==> config.mk <==
export PLATFORM = sky130hd
export DESIGN_NAME = sfr_supervisor
export DESIGN_NICKNAME = d
export VERILOG_FILES = /design/src/sfr_pkg.sv /design/src/sfr_alarm_if.sv /design/src/sfr_alarm_sync.sv /design/src/sfr_supervisor.sv
export SDC_FILE = /design/constraint.sdc
export NUM_CORES = 1
export LEC_CHECK = 0
export BUFFER_PORTS_ARGS = -buffer_cell sky130_fd_sc_hd__buf_2
export CORE_UTILIZATION = 48
export DETAILED_ROUTE_END_ITERATION = 7
export PLACE_DENSITY = 0.71
export SLEW_MARGIN = 20
export SYNTH_ARGS = -nofsm -noshare
export SYNTH_HDL_FRONTEND = slang
export SYNTH_SLANG_ARGS = --single-unit
export TNS_END_PERCENT = 30
==> constraint.sdc <==
create_clock -name i_clock -period 4.48 [get_ports i_clock]
set_clock_uncertainty 0.1 [all_clocks]
set_input_delay 0 -clock i_clock [delete_from_list [all_inputs] [get_ports i_clock]]
set_output_delay 0 -clock i_clock [all_outputs]
set_load 0.1 [all_outputs]
==> src/sfr_pkg.sv <==
// shared constants and types for the security fault reset supervisor
package sfr_pkg;
  localparam int CLK_PERIOD_NS = 10;

  // detector alarm indices
  localparam int NUM_ALARMS  = 13;
  localparam int AL_ANA_HI   = 0;
  localparam int AL_ANA_LO   = 1;
  localparam int AL_DIG_HI   = 2;
  localparam int AL_DIG_LO   = 3;
  localparam int AL_PROG_HI  = 4;
  localparam int AL_PROG_LO  = 5;
  localparam int AL_DIG_GLT  = 6;
  localparam int AL_LIGHT    = 7;
  localparam int AL_TEMP_HI  = 8;
  localparam int AL_TEMP_LO  = 9;
  localparam int AL_FREQ_LO  = 10;
  localparam int AL_FREQ_HI  = 11;
  localparam int AL_SHIELD   = 12;

  // timing: least times, rounded up to whole cycles
  localparam int RST_FILT_NS  = 200;
  localparam int RST_FILT_CYC = (RST_FILT_NS + CLK_PERIOD_NS - 1) / CLK_PERIOD_NS;
  localparam int ST_STIM_NS   = 500;
  localparam int ST_STIM_CYC  = (ST_STIM_NS + CLK_PERIOD_NS - 1) / CLK_PERIOD_NS;
  localparam int RST_HOLD_NS  = 160;
  localparam int RST_HOLD_CYC = (RST_HOLD_NS + CLK_PERIOD_NS - 1) / CLK_PERIOD_NS;

  // fault cause bit positions
  localparam int C_ENV      = 0;
  localparam int C_SELFTEST = 1;
  localparam int C_INSTR    = 2;
  localparam int C_PARAM    = 3;
  localparam int C_SHIELD   = 4;
  localparam int C_AREA     = 5;
  localparam int C_EXTRST   = 6;

  // address map
  localparam logic [15:0] ROM_END  = 16'h7FFF;
  localparam logic [15:0] LIB_BASE = 16'hC000;
  localparam logic [15:0] LIB_END  = 16'hDFFF;
  localparam logic [15:0] ID_BASE  = 16'hE000;
  localparam logic [15:0] ID_END   = 16'hEFFF;
  localparam logic [15:0] TST_BASE = 16'hF000;

  // checks on opcodes and firmware parameters
  localparam logic [7:0]  ILL_OPC_BASE = 8'hF0;
  localparam logic [15:0] FW_PARAM_MIN = 16'h0001;
  localparam logic [15:0] FW_PARAM_MAX = 16'h7FFF;

  // memory scrambling keys, arbitrary values
  localparam logic [15:0] SCR_ADDR_KEY = 16'h5A3C;
  localparam logic [7:0]  SCR_DATA_KEY = 8'hA5;

  typedef enum logic [1:0] {S_ST_ON, S_ST_OFF, S_RUN, S_FAULT} sfr_state_t;
endpackage

==> src/sfr_alarm_if.sv <==
// alarm and external reset signals between pin sampling and supervisor
`timescale 1ns/1ns
interface sfr_alarm_if;
  logic [sfr_pkg::NUM_ALARMS-1:0] raw;
  logic                           ext_rst_n_raw;
  logic [sfr_pkg::NUM_ALARMS-1:0] sync;
  logic                           ext_rst_filt;
  modport snc (input raw, input ext_rst_n_raw, output sync, output ext_rst_filt);
  modport sup (output raw, output ext_rst_n_raw, input sync, input ext_rst_filt);
endinterface

==> src/sfr_alarm_sync.sv <==
// alarm synchronisers and external reset glitch filter
`timescale 1ns/1ns
module sfr_alarm_sync (
  // clock and reset
  input  wire logic i_clock,
  input  wire logic i_sys_rst,
  // alarm carrier
  sfr_alarm_if.snc  alm
);
  typedef struct packed {
    logic [sfr_pkg::NUM_ALARMS-1:0] s1;
    logic [sfr_pkg::NUM_ALARMS-1:0] s2;
    logic                           e1;
    logic                           e2;
    logic                           eq;
    logic [7:0]                     cnt;
  } sfr_sync_state_t;

  sfr_sync_state_t r;
  sfr_sync_state_t n;

  always_comb begin
    n    = r;
    n.s1 = alm.raw;
    n.s2 = r.s1;
    n.e1 = ~alm.ext_rst_n_raw;
    n.e2 = r.e1;
    // pin level must hold steady for the whole window to be taken
    if (r.e2 != r.eq) begin
      if (r.cnt == 8'(sfr_pkg::RST_FILT_CYC - 1)) begin
        n.eq  = r.e2;
        n.cnt = 8'h00;
      end else begin
        n.cnt = r.cnt + 8'h01;
      end
    end else begin
      n.cnt = 8'h00;
    end
  end

  always_ff @(posedge i_clock) begin
    if (i_sys_rst) begin
      r <= '0;
    end else begin
      r <= n;
    end
  end

  assign alm.sync         = r.s2;
  assign alm.ext_rst_filt = r.eq;
endmodule

==> src/sfr_supervisor.sv <==
// security fault reset supervisor: alarms, self-test, access checks, mode lock
`timescale 1ns/1ns
module sfr_supervisor (
  // clock and reset
  input  wire logic        i_clock,
  input  wire logic        i_sys_rst,
  // detector alarms
  input  wire logic        i_ana_supply_hi,
  input  wire logic        i_ana_supply_lo,
  input  wire logic        i_dig_supply_hi,
  input  wire logic        i_dig_supply_lo,
  input  wire logic        i_prog_supply_hi,
  input  wire logic        i_prog_supply_lo,
  input  wire logic        i_dig_supply_glitch,
  input  wire logic        i_light,
  input  wire logic        i_temp_hi,
  input  wire logic        i_temp_lo,
  input  wire logic        i_clk_freq_lo,
  input  wire logic        i_clk_freq_hi,
  input  wire logic        i_shield_alarm,
  output logic             o_selftest_stim,
  // external reset pin
  input  wire logic        i_ext_rst_n,
  // core reset and status
  output logic             o_core_rst,
  output logic [7:0]       o_fault_cause,
  output logic             o_selftest_ok,
  // instruction monitor
  input  wire logic        i_instr_valid,
  input  wire logic [7:0]  i_instr_opcode,
  // firmware parameter check
  input  wire logic        i_fw_param_valid,
  input  wire logic [15:0] i_fw_param,
  // processor bus
  input  wire logic        i_bus_valid,
  input  wire logic        i_bus_write,
  input  wire logic [15:0] i_bus_addr,
  input  wire logic [7:0]  i_bus_wdata,
  output logic             o_bus_grant,
  output logic             o_id_write_refused,
  output logic [7:0]       o_bus_rdata,
  // scrambled memory side
  output logic             o_mem_we,
  output logic [15:0]      o_mem_addr,
  output logic [7:0]       o_mem_wdata,
  input  wire logic [7:0]  i_mem_rdata,
  // access mode
  input  wire logic        i_mode_set_valid,
  input  wire logic        i_mode_set_priv,
  output logic             o_priv_mode,
  // life-cycle mode
  input  wire logic        i_nv_test_lock,
  input  wire logic        i_test_entry_req,
  input  wire logic        i_final_test_done,
  output logic             o_test_mode,
  output logic             o_nv_lock_prog
);
  typedef struct packed {
    sfr_pkg::sfr_state_t st;
    logic [7:0]          cnt;
    logic [7:0]          cause;
    logic                priv;
    logic                test_mode;
    logic                lock;
    logic                lock_prog;
    logic                st_ok;
    logic                mem_we;
    logic [15:0]         mem_addr;
    logic [7:0]          mem_wdata;
    logic [7:0]          raddr_lo;
    logic [7:0]          rdata;
  } sfr_sup_state_t;

  sfr_sup_state_t r;
  sfr_sup_state_t n;

  sfr_alarm_if alm ();

  logic       run;
  logic       env_alarm;
  logic       in_rom;
  logic       in_lib;
  logic       in_id;
  logic       in_tst;
  logic       area_bad;
  logic       id_refuse;
  logic [7:0] cause_now;

  assign alm.raw = {i_shield_alarm, i_clk_freq_hi, i_clk_freq_lo, i_temp_lo, i_temp_hi,
                    i_light, i_dig_supply_glitch, i_prog_supply_lo, i_prog_supply_hi,
                    i_dig_supply_lo, i_dig_supply_hi, i_ana_supply_lo,
                    i_ana_supply_hi};
  assign alm.ext_rst_n_raw = i_ext_rst_n;

  sfr_alarm_sync u_sync (
    .i_clock   (i_clock),
    .i_sys_rst (i_sys_rst),
    .alm       (alm)
  );

  assign run       = (r.st == sfr_pkg::S_RUN);
  // the clock rate alarms join the supply, glitch, light and temperature alarms here
  assign env_alarm = |alm.sync[sfr_pkg::AL_FREQ_HI:sfr_pkg::AL_ANA_HI];

  // area decode
  assign in_rom = (i_bus_addr <= sfr_pkg::ROM_END);
  assign in_lib = (i_bus_addr >= sfr_pkg::LIB_BASE) && (i_bus_addr <= sfr_pkg::LIB_END);
  assign in_id  = (i_bus_addr >= sfr_pkg::ID_BASE) && (i_bus_addr <= sfr_pkg::ID_END);
  assign in_tst = (i_bus_addr >= sfr_pkg::TST_BASE);

  assign area_bad  = i_bus_valid & ((in_lib & ~r.priv) | (in_tst & ~r.test_mode)
                                    | (in_rom & i_bus_write));
  // an identity write is only refused, not treated as an attack
  assign id_refuse = i_bus_valid & i_bus_write & in_id & ~r.test_mode;

  always_comb begin
    cause_now = 8'h00;
    if (r.st == sfr_pkg::S_RUN || r.st == sfr_pkg::S_FAULT) begin
      cause_now[sfr_pkg::C_ENV]    = env_alarm;
      cause_now[sfr_pkg::C_SHIELD] = alm.sync[sfr_pkg::AL_SHIELD];
      cause_now[sfr_pkg::C_EXTRST] = alm.ext_rst_filt;
    end
    if (run) begin
      cause_now[sfr_pkg::C_INSTR] = i_instr_valid
                                    & (i_instr_opcode >= sfr_pkg::ILL_OPC_BASE);
      cause_now[sfr_pkg::C_PARAM] = i_fw_param_valid
                                    & ((i_fw_param < sfr_pkg::FW_PARAM_MIN)
                                       | (i_fw_param > sfr_pkg::FW_PARAM_MAX));
      cause_now[sfr_pkg::C_AREA]  = area_bad;
    end
  end

  always_comb begin
    n           = r;
    n.lock_prog = 1'b0;
    n.mem_we    = 1'b0;
    n.rdata     = i_mem_rdata ^ sfr_pkg::SCR_DATA_KEY ^ r.raddr_lo;
    if (o_bus_grant) begin
      n.mem_we    = i_bus_write;
      n.mem_addr  = i_bus_addr ^ sfr_pkg::SCR_ADDR_KEY;
      n.mem_wdata = i_bus_wdata ^ sfr_pkg::SCR_DATA_KEY ^ i_bus_addr[7:0];
      n.raddr_lo  = i_bus_addr[7:0];
    end
    // lock reloads from the nonvolatile bit while held in reset; it can only rise until i_sys_rst clears it
    if (o_core_rst) begin
      n.lock = r.lock | i_nv_test_lock;
    end
    unique case (r.st)
      sfr_pkg::S_ST_ON: begin
        if (r.cnt == 8'(sfr_pkg::ST_STIM_CYC - 1)) begin
          n.cnt = 8'h00;
          if (&alm.sync) begin
            n.st = sfr_pkg::S_ST_OFF;
          end else begin
            n.st    = sfr_pkg::S_FAULT;
            n.cause = 8'h01 << sfr_pkg::C_SELFTEST;
          end
        end else begin
          n.cnt = r.cnt + 8'h01;
        end
      end
      sfr_pkg::S_ST_OFF: begin
        if (r.cnt == 8'(sfr_pkg::ST_STIM_CYC - 1)) begin
          n.cnt = 8'h00;
          if (~|alm.sync) begin
            n.st    = sfr_pkg::S_RUN;
            n.st_ok = 1'b1;
          end else begin
            n.st    = sfr_pkg::S_FAULT;
            n.cause = 8'h01 << sfr_pkg::C_SELFTEST;
          end
        end else begin
          n.cnt = r.cnt + 8'h01;
        end
      end
      sfr_pkg::S_RUN: begin
        if (|cause_now) begin
          n.st        = sfr_pkg::S_FAULT;
          n.cnt       = 8'h00;
          n.cause     = cause_now;
          n.priv      = 1'b0;
          n.test_mode = 1'b0;
        end else begin
          if (i_mode_set_valid) begin
            n.priv = i_mode_set_priv;
          end
          if (i_test_entry_req & ~r.lock) begin
            n.test_mode = 1'b1;
          end
          if (r.test_mode & i_final_test_done) begin
            n.test_mode = 1'b0;
            n.lock      = 1'b1;
            n.lock_prog = 1'b1;
          end
        end
      end
      sfr_pkg::S_FAULT: begin
        n.priv      = 1'b0;
        n.test_mode = 1'b0;
        n.cause     = r.cause | cause_now;
        // release only after the environment, shield and external reset causes have stayed clear for the hold time
        if (|cause_now) begin
          n.cnt = 8'h00;
        end else if (r.cnt == 8'(sfr_pkg::RST_HOLD_CYC - 1)) begin
          n.cnt = 8'h00;
          n.st  = r.cause[sfr_pkg::C_SELFTEST] ? sfr_pkg::S_ST_ON : sfr_pkg::S_RUN;
        end else begin
          n.cnt = r.cnt + 8'h01;
        end
      end
    endcase
  end

  always_ff @(posedge i_clock) begin
    if (i_sys_rst) begin
      r <= '0;
    end else begin
      r <= n;
    end
  end

  // reset asserts in the same cycle as its cause
  assign o_core_rst         = ~run | (|cause_now);
  assign o_bus_grant        = i_bus_valid & run & ~(|cause_now) & ~id_refuse;
  assign o_id_write_refused = run & id_refuse;
  assign o_selftest_stim    = (r.st == sfr_pkg::S_ST_ON);
  assign o_fault_cause      = r.cause;
  assign o_selftest_ok      = r.st_ok;
  assign o_bus_rdata        = r.rdata;
  assign o_mem_we           = r.mem_we;
  assign o_mem_addr         = r.mem_addr;
  assign o_mem_wdata        = r.mem_wdata;
  assign o_priv_mode        = r.priv;
  assign o_test_mode        = r.test_mode;
  assign o_nv_lock_prog     = r.lock_prog;
endmodule

### Yosys cells after proc, flatten, opt, wreduce, memory -nomap -nowiden

Index checks and enable logic that the tools add are counted.

* $add $sub $neg: 2
* order comparisons: 9
* eq/ne operators: 16
* muxes and demuxes: 29
* bitwise gates (word level): 36
* reductions and logical operators: 18

Operator list (number)
* $pmux W18 S4: 1
* $mux W8: 7
* $ge A16 B16 Y1 const B: 3
* $le A16 B16 Y1 const B: 2
* $mux W2: 10
* $mux W18: 1
* $add A8 B1 Y8 const B: 2
* $gt A16 B15 Y1 const B: 1
* $le A16 B15 Y1 const B: 1
* $lt A16 B1 Y1 const B: 1
* $xor A8 B8 Y8: 2
* $and A1 B1 Y1: 15
* $reduce_and A13 Y1: 1
* $reduce_or A13 Y1: 1
* $reduce_or A12 Y1: 1
* $not A1 Y1: 10
* $reduce_and A5 Y1: 2
* $eq A8 B4 Y1 const B: 1
* $eq A8 B5 Y1 const B: 1
* $eq A8 B6 Y1 const B: 1
* $ge A8 B8 Y1 const B: 1
* $mux W1: 8
* $ne A2 B2 Y1 const B: 4
* $not A4 Y4: 2
* 21 further kinds: 31

* flip-flop bits (word level): 101
* output and inout port bits: 49
* word-level logic and storage cells: 129

### Depth between registers and ports, before layout

Gate-level depths: netlist (run 1).

* depth after elaboration: 13
* mapped depth: 10

### By module

From an unflattened synthesis (run 1), not the netlist that was laid out.

* cell total of the unflattened synthesis: 435
* area total of the unflattened synthesis: 4140.2 µm²

Modules (own cells, without submodules)
* sfr_supervisor: instances 1, cells an instance 318, area each 2894.0 µm²
* sfr_alarm_sync: instances 1, cells an instance 117, area each 1246.2 µm²

### Worst setup path before layout (run 1)

Ideal clock, no wire load.

* path type: register -> register
* start: register r, in the netlist o_test_mode
* end: register r[62] in the netlist's numbering
* library setup time: 0.122 ns
* arrival: 3.290 ns
* required time: 4.258 ns
* slack: 0.967 ns
* cell stages (with the launch flop): 7
* path buffers: 1
* period minus slack after synthesis: 3.513 ns
* path through: dfxtp_1 and4b_1 a221o_1 a22oi_1 buf_2 nand3_1 o2111a_1

* word-level cells in the longest chain between the ends: 9
* elaborated cells on any way between the ends: 10
* classes of those cells: 2 x eq/ne; 1 x mux; 5 x bitwise; 2 x reduce/logical

RTL lines
* from (decl): RTL line sfr_supervisor.sv:74 `sfr_sup_state_t r;`
* from (signal assigned): RTL line sfr_supervisor.sv:218 `r <= n;`
* $not A1 Y1 (*): RTL line sfr_supervisor.sv:111 `assign area_bad = i_bus_valid & ((in_lib & ~r.priv) | (in_tst & ~r.test_mode)`
* $and A1 B1 Y1 (*): RTL line sfr_supervisor.sv:111
* $or A1 B1 Y1 (*): RTL line sfr_supervisor.sv:111
* $or A1 B1 Y1 (*): RTL line sfr_supervisor.sv:112 `| (in_rom & i_bus_write));`
* $and A1 B1 Y1 (*): RTL line sfr_supervisor.sv:111
* $mux W1 (*): RTL line sfr_supervisor.sv:123 `if (run) begin`
* $reduce_or A6 Y1 (*): RTL line sfr_supervisor.sv:177, sfr_supervisor.sv:202
* $ne A2 B2 Y1 (no line) or $ne A2 B1 Y1 (tied branches)
* $reduce_and A5 Y1 (no line) (*)

Every way passes the cells marked *; elsewhere a longest branch is shown, timed or not.
A chain may end at the register's enable or synchronous reset.

### Final worst setup path (run 1)

* start: register r, in the netlist o_test_mode
* end: output o_bus_grant

* word-level cells in the longest chain between the ends: 10
* elaborated cells on any way between the ends: 12
* classes of those cells: 1 x mux; 10 x bitwise; 1 x reduce/logical

RTL lines
* $not A1 Y1 (*): RTL line sfr_supervisor.sv:111, sfr_supervisor.sv:114
* $and A1 B1 Y1: RTL line sfr_supervisor.sv:111
* $or A1 B1 Y1: RTL line sfr_supervisor.sv:111
* $or A1 B1 Y1: RTL line sfr_supervisor.sv:112
* $and A1 B1 Y1: RTL line sfr_supervisor.sv:111
* $mux W1: RTL line sfr_supervisor.sv:123
* $reduce_or A6 Y1: RTL line sfr_supervisor.sv:224 `assign o_bus_grant = i_bus_valid & run & ~(|cause_now) & ~id_refuse;`
* $not A1 Y1: RTL line sfr_supervisor.sv:224
* $and A1 B1 Y1: RTL line sfr_supervisor.sv:224
* $and A1 B1 Y1 (*): RTL line sfr_supervisor.sv:224
* to (decl): RTL line sfr_supervisor.sv:39 `output logic o_bus_grant,`

Marks and branches as above.

==> impl_metrics.csv, run 1 <==
group,metric,value,unit
pwr,vdd_ir_drop_max,0.194,mV
global_route,global_route_wire_length_before_repair,16.4,mm
yosys,ys_warn_count,0,
floorplanning,io-pin-count,130,
clock_tree,clk_pin_slew_worst_paths,80,ps
drt,num_vias,3846,
yosys,netlist.top_cell.by_area,"sky130_fd_sc_hd__dfxtp_1",
yosys,synth_fa_ha_area_share,0.877,%
clock_tree,cts_root_buf,"sky130_fd_sc_hd__clkbuf_8",
global_route,total_track_usage,22.9,%
placement,dp.cells,638,
pwr,total_power,1.65,mW
cells_and_area,fill_cells,766,
timing,max_transition_margin,41.0,%
yosys,synth_mux_area_share,1.78,%
cells_and_area,final_nets,679,
placement,dpl_cell_area,4640,sq um
timing,timing_hold_violations_final,0,
timing,tightest_slew,885,ps
yosys,post_synth_and_or_nand_nor_area_fraction,22.1,%
yosys,ys_dominant_reg_cell,"sky130_fd_sc_hd__dfxtp_1",
placement,io_port_bufs,124,
timing,finalSetupViolCount,0,
timing,fin_ws,1310,ps
drt,drt_wl_total,10.6,mm
hold_path,worst_hold_path_type,"input pin to register",
cells_and_area,layout-drive-gt1-share,25.7,%
timing,rsz0062_at_grt,"false",
setup_path,slowest_cp_cell,"sky130_fd_sc_hd__nor3_4",
setup_path,crit_path_max_fanout,17,
cells_and_area,num_antenna_cells,0,
clock_tree,numClockSinks,96,
yosys,synth_compound_gate_area_share,14.3,%
setup_path,critPathLaunchType,"register",
drt,wl_per_cell,15.0,um
yosys,synth_top_family_by_area,"simple AND/OR/NAND/NOR gates",
global_route,globalRoute.totalOverflow,0,
yosys,synth_async_sr_flop_share,0,%
floorplanning,start_util,49.3,%
cells_and_area,layout.area.seq,1920,sq um
cells_and_area,final_cell_area,5380,sq um
global_route,pin_count_of_the_biggest_net_entering_global_routing,51,
floorplanning,core_area,8680,sq um
yosys,synthesis.nets,558,
cells_and_area,layout-area-overhead-vs-synth,25.7,%
pwr,static-leakage-power,2.19,nW
clock_tree,cts-buffers-inserted,9,
global_route,grt_pass1_vias,3414,
yosys,proportion_of_netlist_area_held_by_the_largest_area_contributor,44.9,%
drt,drt_iter0_markers,259,
setup_path,path_buf_inv,1,
timing,slew_viol_final,0,
setup_path,path_cells,"and4b_1 > a221o_1 > a22o_1 > nor3_4 > buf_2",
drt,drcViolationCount,0,
setup_path,critPathTopFamily,"simple AND/OR/NAND/NOR gates",
setup_path,timing.critical_path.to_type,"output pin",
status,run_status,"finished clean",
setup_path,cp.arrival,3070,ps
yosys,number_of_standard_cells_after_synthesis,474,
timing,max_freq,0.315,GHz
timing,final.setup.tns,0,ps
setup_path,cp.required,4380,ps
timing,timing.final.crit_share,70.8,%
clock_tree,max-clock-path-buffers,2,
flow_run,max_cap_viol_count,0,
yosys,synth.ff_latch_count,96,
cells_and_area,multi_input_area,1890,sq um
yosys,synthesized_area_fraction_occupied_by_xor_and_xnor_cells,4.70,%
setup_path,crit_path_max_incr_delay,650,ps
timing,holdWs,22.6,ps
cells_and_area,fin_util,62.0,%
yosys,synth_area,4280,sq um
clock_tree,depth_of_the_cts_h_tree,3,
yosys,yosys.cell_types.count,55,
floorplanning,core.rowCount,34,
floorplanning,fp.dieW,96.4,um
placement,globalplace.congestion,0.829,
placement,detailed_place_hpwl,6.82,mm
floorplanning,design.die.area,9300,sq um
timing,timing.final.crit_period,3170,ps
placement,dpl_worst_slack,1730,ps
yosys,syn-mean-instance-area,9.03,sq um
clock_tree,clk_latency,350,ps
pwr,power_per_cell_area,307,nW/um^2
yosys,synth_enable_flop_cells,0,
drt,vias_per_cell,5.43,
setup_path,crit_type,"register to output pin",
global_route,antenna_violations_before_repair,0,
floorplanning,fp.dieH,96.4,um
drt,drt_first_pass_iters,4,
yosys,synth_top_cells_by_area,"sky130_fd_sc_hd__dfxtp_1, sky130_fd_sc_hd__buf_4, sky130_fd_sc_hd__nor2b_1",
yosys,yosysSeqAreaShare,44.9,%
clock_tree,cts_tree,"yes",
cells_and_area,final_cell_count_without_fillers,708,
drt,detail-route-antenna-nets,0,
## synthesized netlist by cell type (all sizes together), types with 5 or more instances
library cell	instances
nand4	28
dfxtp	96
nand2	25
nor3	7
xnor2	14
nand3	13
mux2	5
xor2	9
inv	7
a21oi	24
clkbuf	17
nor4	8
nor2b	33
a31oi	13
o31ai	18
a211oi	10
buf	57
nor2	35
## worst register-to-register path: cells and delay by family (launching register included)
kind | cells | cell delay [ps]
AO/OA/AOI/OAI | 2 | 860
AND/OR/NAND/NOR | 2 | 880
multiplexers | 1 | 410
flip-flops | 1 | 430
## final cells by class
cell class / instances / area share (%)
repair buffers: 184 / 22.4
inverters: 8 / 0.558
clock inverters: 5 / 1.14
clock buffers: 11 / 2.63
multi-input cells: 296 / 35.1
flip-flops and latches: 96 / 35.7
well taps: 108 / 2.51
## per-layer routing
metal  GRT usage (%)  part of all wire (%)  vias to the layer above
li1                -                     -                     1892
met1            31.1                    43                     1810
met2            35.2                    49                      117
met3            5.09                   5.2                       27
met4            9.44                   2.7                        0
met5               0                     0                        -
## power breakdown
part	switching, mW	internal [mW]
registers	0.00892	0.872
logic	0.104	0.0831
clock network	0.304	0.279
total	0.416	1.23
## cell families after synthesis
family | count (synthesis)
other cells | 1
mux | 7
compound gates | 90
buf+inv | 82
fa+ha+maj | 3
simple gates | 172
xor+xnor | 23
flops | 96
## final timing paths
path / from / endpoint / slack (ps) / cells past startpoint
setup / recovery: o_test_mode$_SDFFE_PP0P_ / o_bus_grant / 1310 / 5
hold / removal: i_test_entry_req / o_test_mode$_SDFFE_PP0P_ / 20 / 5
setup reg to reg: o_test_mode$_SDFFE_PP0P_ / o_mem_addr[2]$_SDFFE_PP0P_ / 1700 / 5
hold reg to reg: u_sync.n[23]$_SDFF_PP0_ / u_sync.alm.sync[12]$_SDFF_PP0_ / 340 / 1
## cell usage in the layout, fill, tap and decap left out, types with 6 or more instances in the layout
master                          instances
sky130_fd_sc_hd__nand2_1               25
sky130_fd_sc_hd__dfxtp_1               96
sky130_fd_sc_hd__nor2b_1               33
sky130_fd_sc_hd__a31oi_1               13
sky130_fd_sc_hd__a211oi_1              10
sky130_fd_sc_hd__nor3_1                 6
sky130_fd_sc_hd__buf_4                  6
sky130_fd_sc_hd__buf_2                124
sky130_fd_sc_hd__clkbuf_8              10
sky130_fd_sc_hd__nand3_1               13
sky130_fd_sc_hd__dlygate4sd3_1         54
sky130_fd_sc_hd__o31ai_1               18
sky130_fd_sc_hd__xor2_1                 9
sky130_fd_sc_hd__nor4_1                 8
sky130_fd_sc_hd__inv_1                  7
sky130_fd_sc_hd__nor2_1                34
sky130_fd_sc_hd__xnor2_1               14
sky130_fd_sc_hd__nand4_1               28
sky130_fd_sc_hd__a21oi_1               24
## state kept, by name (all words and copies together), names as in the netlist
signal	cells
o_fault_cause	7
u_sync.r	9
u_sync.n	14
o_mem_we	1
o_nv_lock_prog	1
u_sync.alm.sync	13
o_mem_addr	16
o_test_mode	1
u_sync.alm.ext_rst_filt	1
o_selftest_ok	1
o_bus_rdata	8
r	15
o_priv_mode	1
o_mem_wdata	8
## what timing repair did
| action | in CTS | in global routing |
|---|---|---|
| buffers inserted | 0 | 0 |
| endpoints found under the hold margin | 55 | 0 |
| gates resized for setup | 0 | 0 |
| hold buffers | 54 | 0 |
Note: power is estimated with default switching activity, not from simulation.
==> run 2: changes to the inputs <==
clock period = 3 ns   (was 4.48 ns; I/O delays follow)
==> run 2 against run 1 <==
Worst setup slack got worse by 1100 ps. Die area unchanged. Final cell count increased by 1.6%. Sequential power increased by 50%. Highest routed layer unchanged. Cell area increased by 2.3%.
==> impl_metrics.csv, run 2 (synthesized netlist as in run 1, its figures left out) <==
group,metric,value,unit
cells_and_area,final_nets,690,
floorplanning,io-pin-count,130,
timing,rsz0062_at_grt,"false",
clock_tree,max-clock-path-buffers,2,
clock_tree,numClockSinks,96,
pwr,total_power,2.44,mW
timing,slew_viol_final,0,
clock_tree,cts_tree,"yes",
global_route,pin_count_of_the_biggest_net_entering_global_routing,41,
global_route,global_route_wire_length_before_repair,16.5,mm
cells_and_area,most_common_library_cell_in_the_layout_ignoring_fill_and_taps,"sky130_fd_sc_hd__buf_2",
timing,timing.final.crit_period,2760,ps
cells_and_area,layout-area-overhead-vs-synth,28.6,%
cells_and_area,fill_cells,731,
drt,drt_iter0_markers,283,
cells_and_area,layout.area.seq,1920,sq um
timing,final.setup.tns,0,ps
clock_tree,cts_root_buf,"sky130_fd_sc_hd__clkbuf_8",
placement,globalplace.congestion,0.869,
timing,timing.final.crit_share,92.2,%
placement,dpl_worst_slack,455,ps
clock_tree,depth_of_the_cts_h_tree,3,
clock_tree,clk_latency,370,ps
setup_path,critPathLaunchType,"register",
drt,wl_per_cell,15.0,um
drt,detail-route-antenna-nets,0,
setup_path,crit_type,"register to output pin",
status,run_status,"finished clean",
setup_path,timing.critical_path.to_type,"output pin",
pwr,vdd_ir_drop_max,0.258,mV
global_route,total_track_usage,23.1,%
setup_path,slowest_cp_cell,"sky130_fd_sc_hd__a22oi_2",
pwr,power_per_cell_area,444,nW/um^2
drt,num_vias,3947,
global_route,grt_pass1_vias,3548,
cells_and_area,multi_input_area,1890,sq um
cells_and_area,largest_reg_flops,16,
timing,max_freq,0.362,GHz
setup_path,timing.rr.start,"r[54]$_SDFFE_PP0N_",
cells_and_area,layout.cells.most_common_list,"sky130_fd_sc_hd__buf_2, sky130_fd_sc_hd__dfxtp_1, sky130_fd_sc_hd__dlygate4sd3_1, sky130_fd_sc_hd__nor2_1, sky130_fd_sc_hd__nor2b_1",
timing,max_transition_margin,50.9,%
setup_path,rr_endpoint,"o_fault_cause[2]$_SDFFE_PP0P_",
floorplanning,fp.dieW,96.4,um
setup_path,cp.arrival,2660,ps
drt,drcViolationCount,0,
global_route,globalRoute.totalOverflow,0,
setup_path,worstRegToRegCells,6,
hold_path,worst_hold_path_type,"input pin to register",
floorplanning,start_util,49.3,%
drt,vias_per_cell,5.49,
hold_path,min_delay_path_depth,4,
clock_tree,clk_pin_slew_worst_paths,100,ps
floorplanning,fp.dieH,96.4,um
floorplanning,core.rowCount,34,
clock_tree,post_cts_resized,0,
cells_and_area,layout-drive-gt1-share,27.0,%
setup_path,cp.required,2900,ps
global_route,antenna_violations_before_repair,0,
timing,timing_hold_violations_final,0,
timing,finalSetupViolCount,0,
drt,drt_wl_total,10.8,mm
flow_run,max_cap_viol_count,0,
pwr,static-leakage-power,2.25,nW
floorplanning,core_area,8680,sq um
timing,tightest_slew,736,ps
timing,fin_ws,235,ps
drt,drt_first_pass_iters,5,
setup_path,crit_path_max_fanout,14,
cells_and_area,num_antenna_cells,0,
hold_path,holdCritStartpoint,"i_mode_set_valid",
cells_and_area,fin_util,63.4,%
placement,detailed_place_hpwl,7.10,mm
setup_path,rrSetupSlack,410,ps
floorplanning,design.die.area,9300,sq um
clock_tree,cts-buffers-inserted,9,
setup_path,crit_path_max_incr_delay,640,ps
hold_path,hold_path_end,"o_priv_mode$_SDFFE_PP0P_",
setup_path,path_cells,"and4b_1 > a221o_1 > a22oi_2 > buf_4 > nand3_2 > buf_12",
placement,io_port_bufs,124,
==> run 2: metrics by stage <==
stage                     hold WS [ps]  area, sq um  instances
final                             22.4         5500        719
after global routing              39.6         5500        719
after CTS                         6.63         5500        719
after detailed placement          56.8         4740        646
after global placement            54.4         4740        646
after floorplan                  -33.3         4290        474
==> run 2: final cells by class <==
type                    instances  share of cell area (%)
multi-input cells             296                    34.4
inverters                       8                   0.546
clock inverters                 6                    1.09
repair buffers                195                    24.1
flip-flops and latches         96                    34.9
well taps                     108                    2.46
clock buffers                  10                    2.50
==> run 2: power breakdown <==
group / switching (mW) / total (mW) / internal [mW]
Sequential: 0.0139 / 1.32 / 1.30
Clock: 0.492 / 0.838 / 0.346
Combinational: 0.158 / 0.289 / 0.131
Total: 0.663 / 2.44 / 1.78
==> run 2: timing repair <==
action | in CTS | in global routing
hold buffers | 57 | 0
hold endpoints to repair | 57 | 0
setup endpoints to repair | 0 | 0
setup buffers | 0 | 0
==> run 2: worst max path at each step <==
stage,start,endpoint
2_1_floorplan,o_priv_mode$_SDFFE_PP0P_,r[54]$_SDFFE_PP0N_
3_5_place_dp,r[54]$_SDFFE_PP0N_,o_fault_cause[2]$_SDFFE_PP0P_
6_report,o_test_mode$_SDFFE_PP0P_,o_core_rst
5_1_grt,o_test_mode$_SDFFE_PP0P_,o_bus_grant
4_1_cts,o_test_mode$_SDFFE_PP0P_,o_bus_grant
3_3_place_gp,r[54]$_SDFFE_PP0N_,o_fault_cause[5]$_SDFFE_PP0P_
==> run 2: per-layer routing <==
layer	vias up	GRT usage (%)	routed length (um)
met1	1830	29.1	4560
met2	165	36.6	5220
met5	-	0	0
met3	36	4.46	643
met4	0	13.6	387
li1	1916	-	-
==> run 2: critical path, delay by kind of cell (launching register included) <==
| kind | cells | cell delay [ps] |
|---|---|---|
| AOI/OAI and AO/OA | 2 | 990 |
| buffers and inverters | 2 | 500 |
| and+or+nand+nor | 2 | 410 |
| DFF | 1 | 390 |
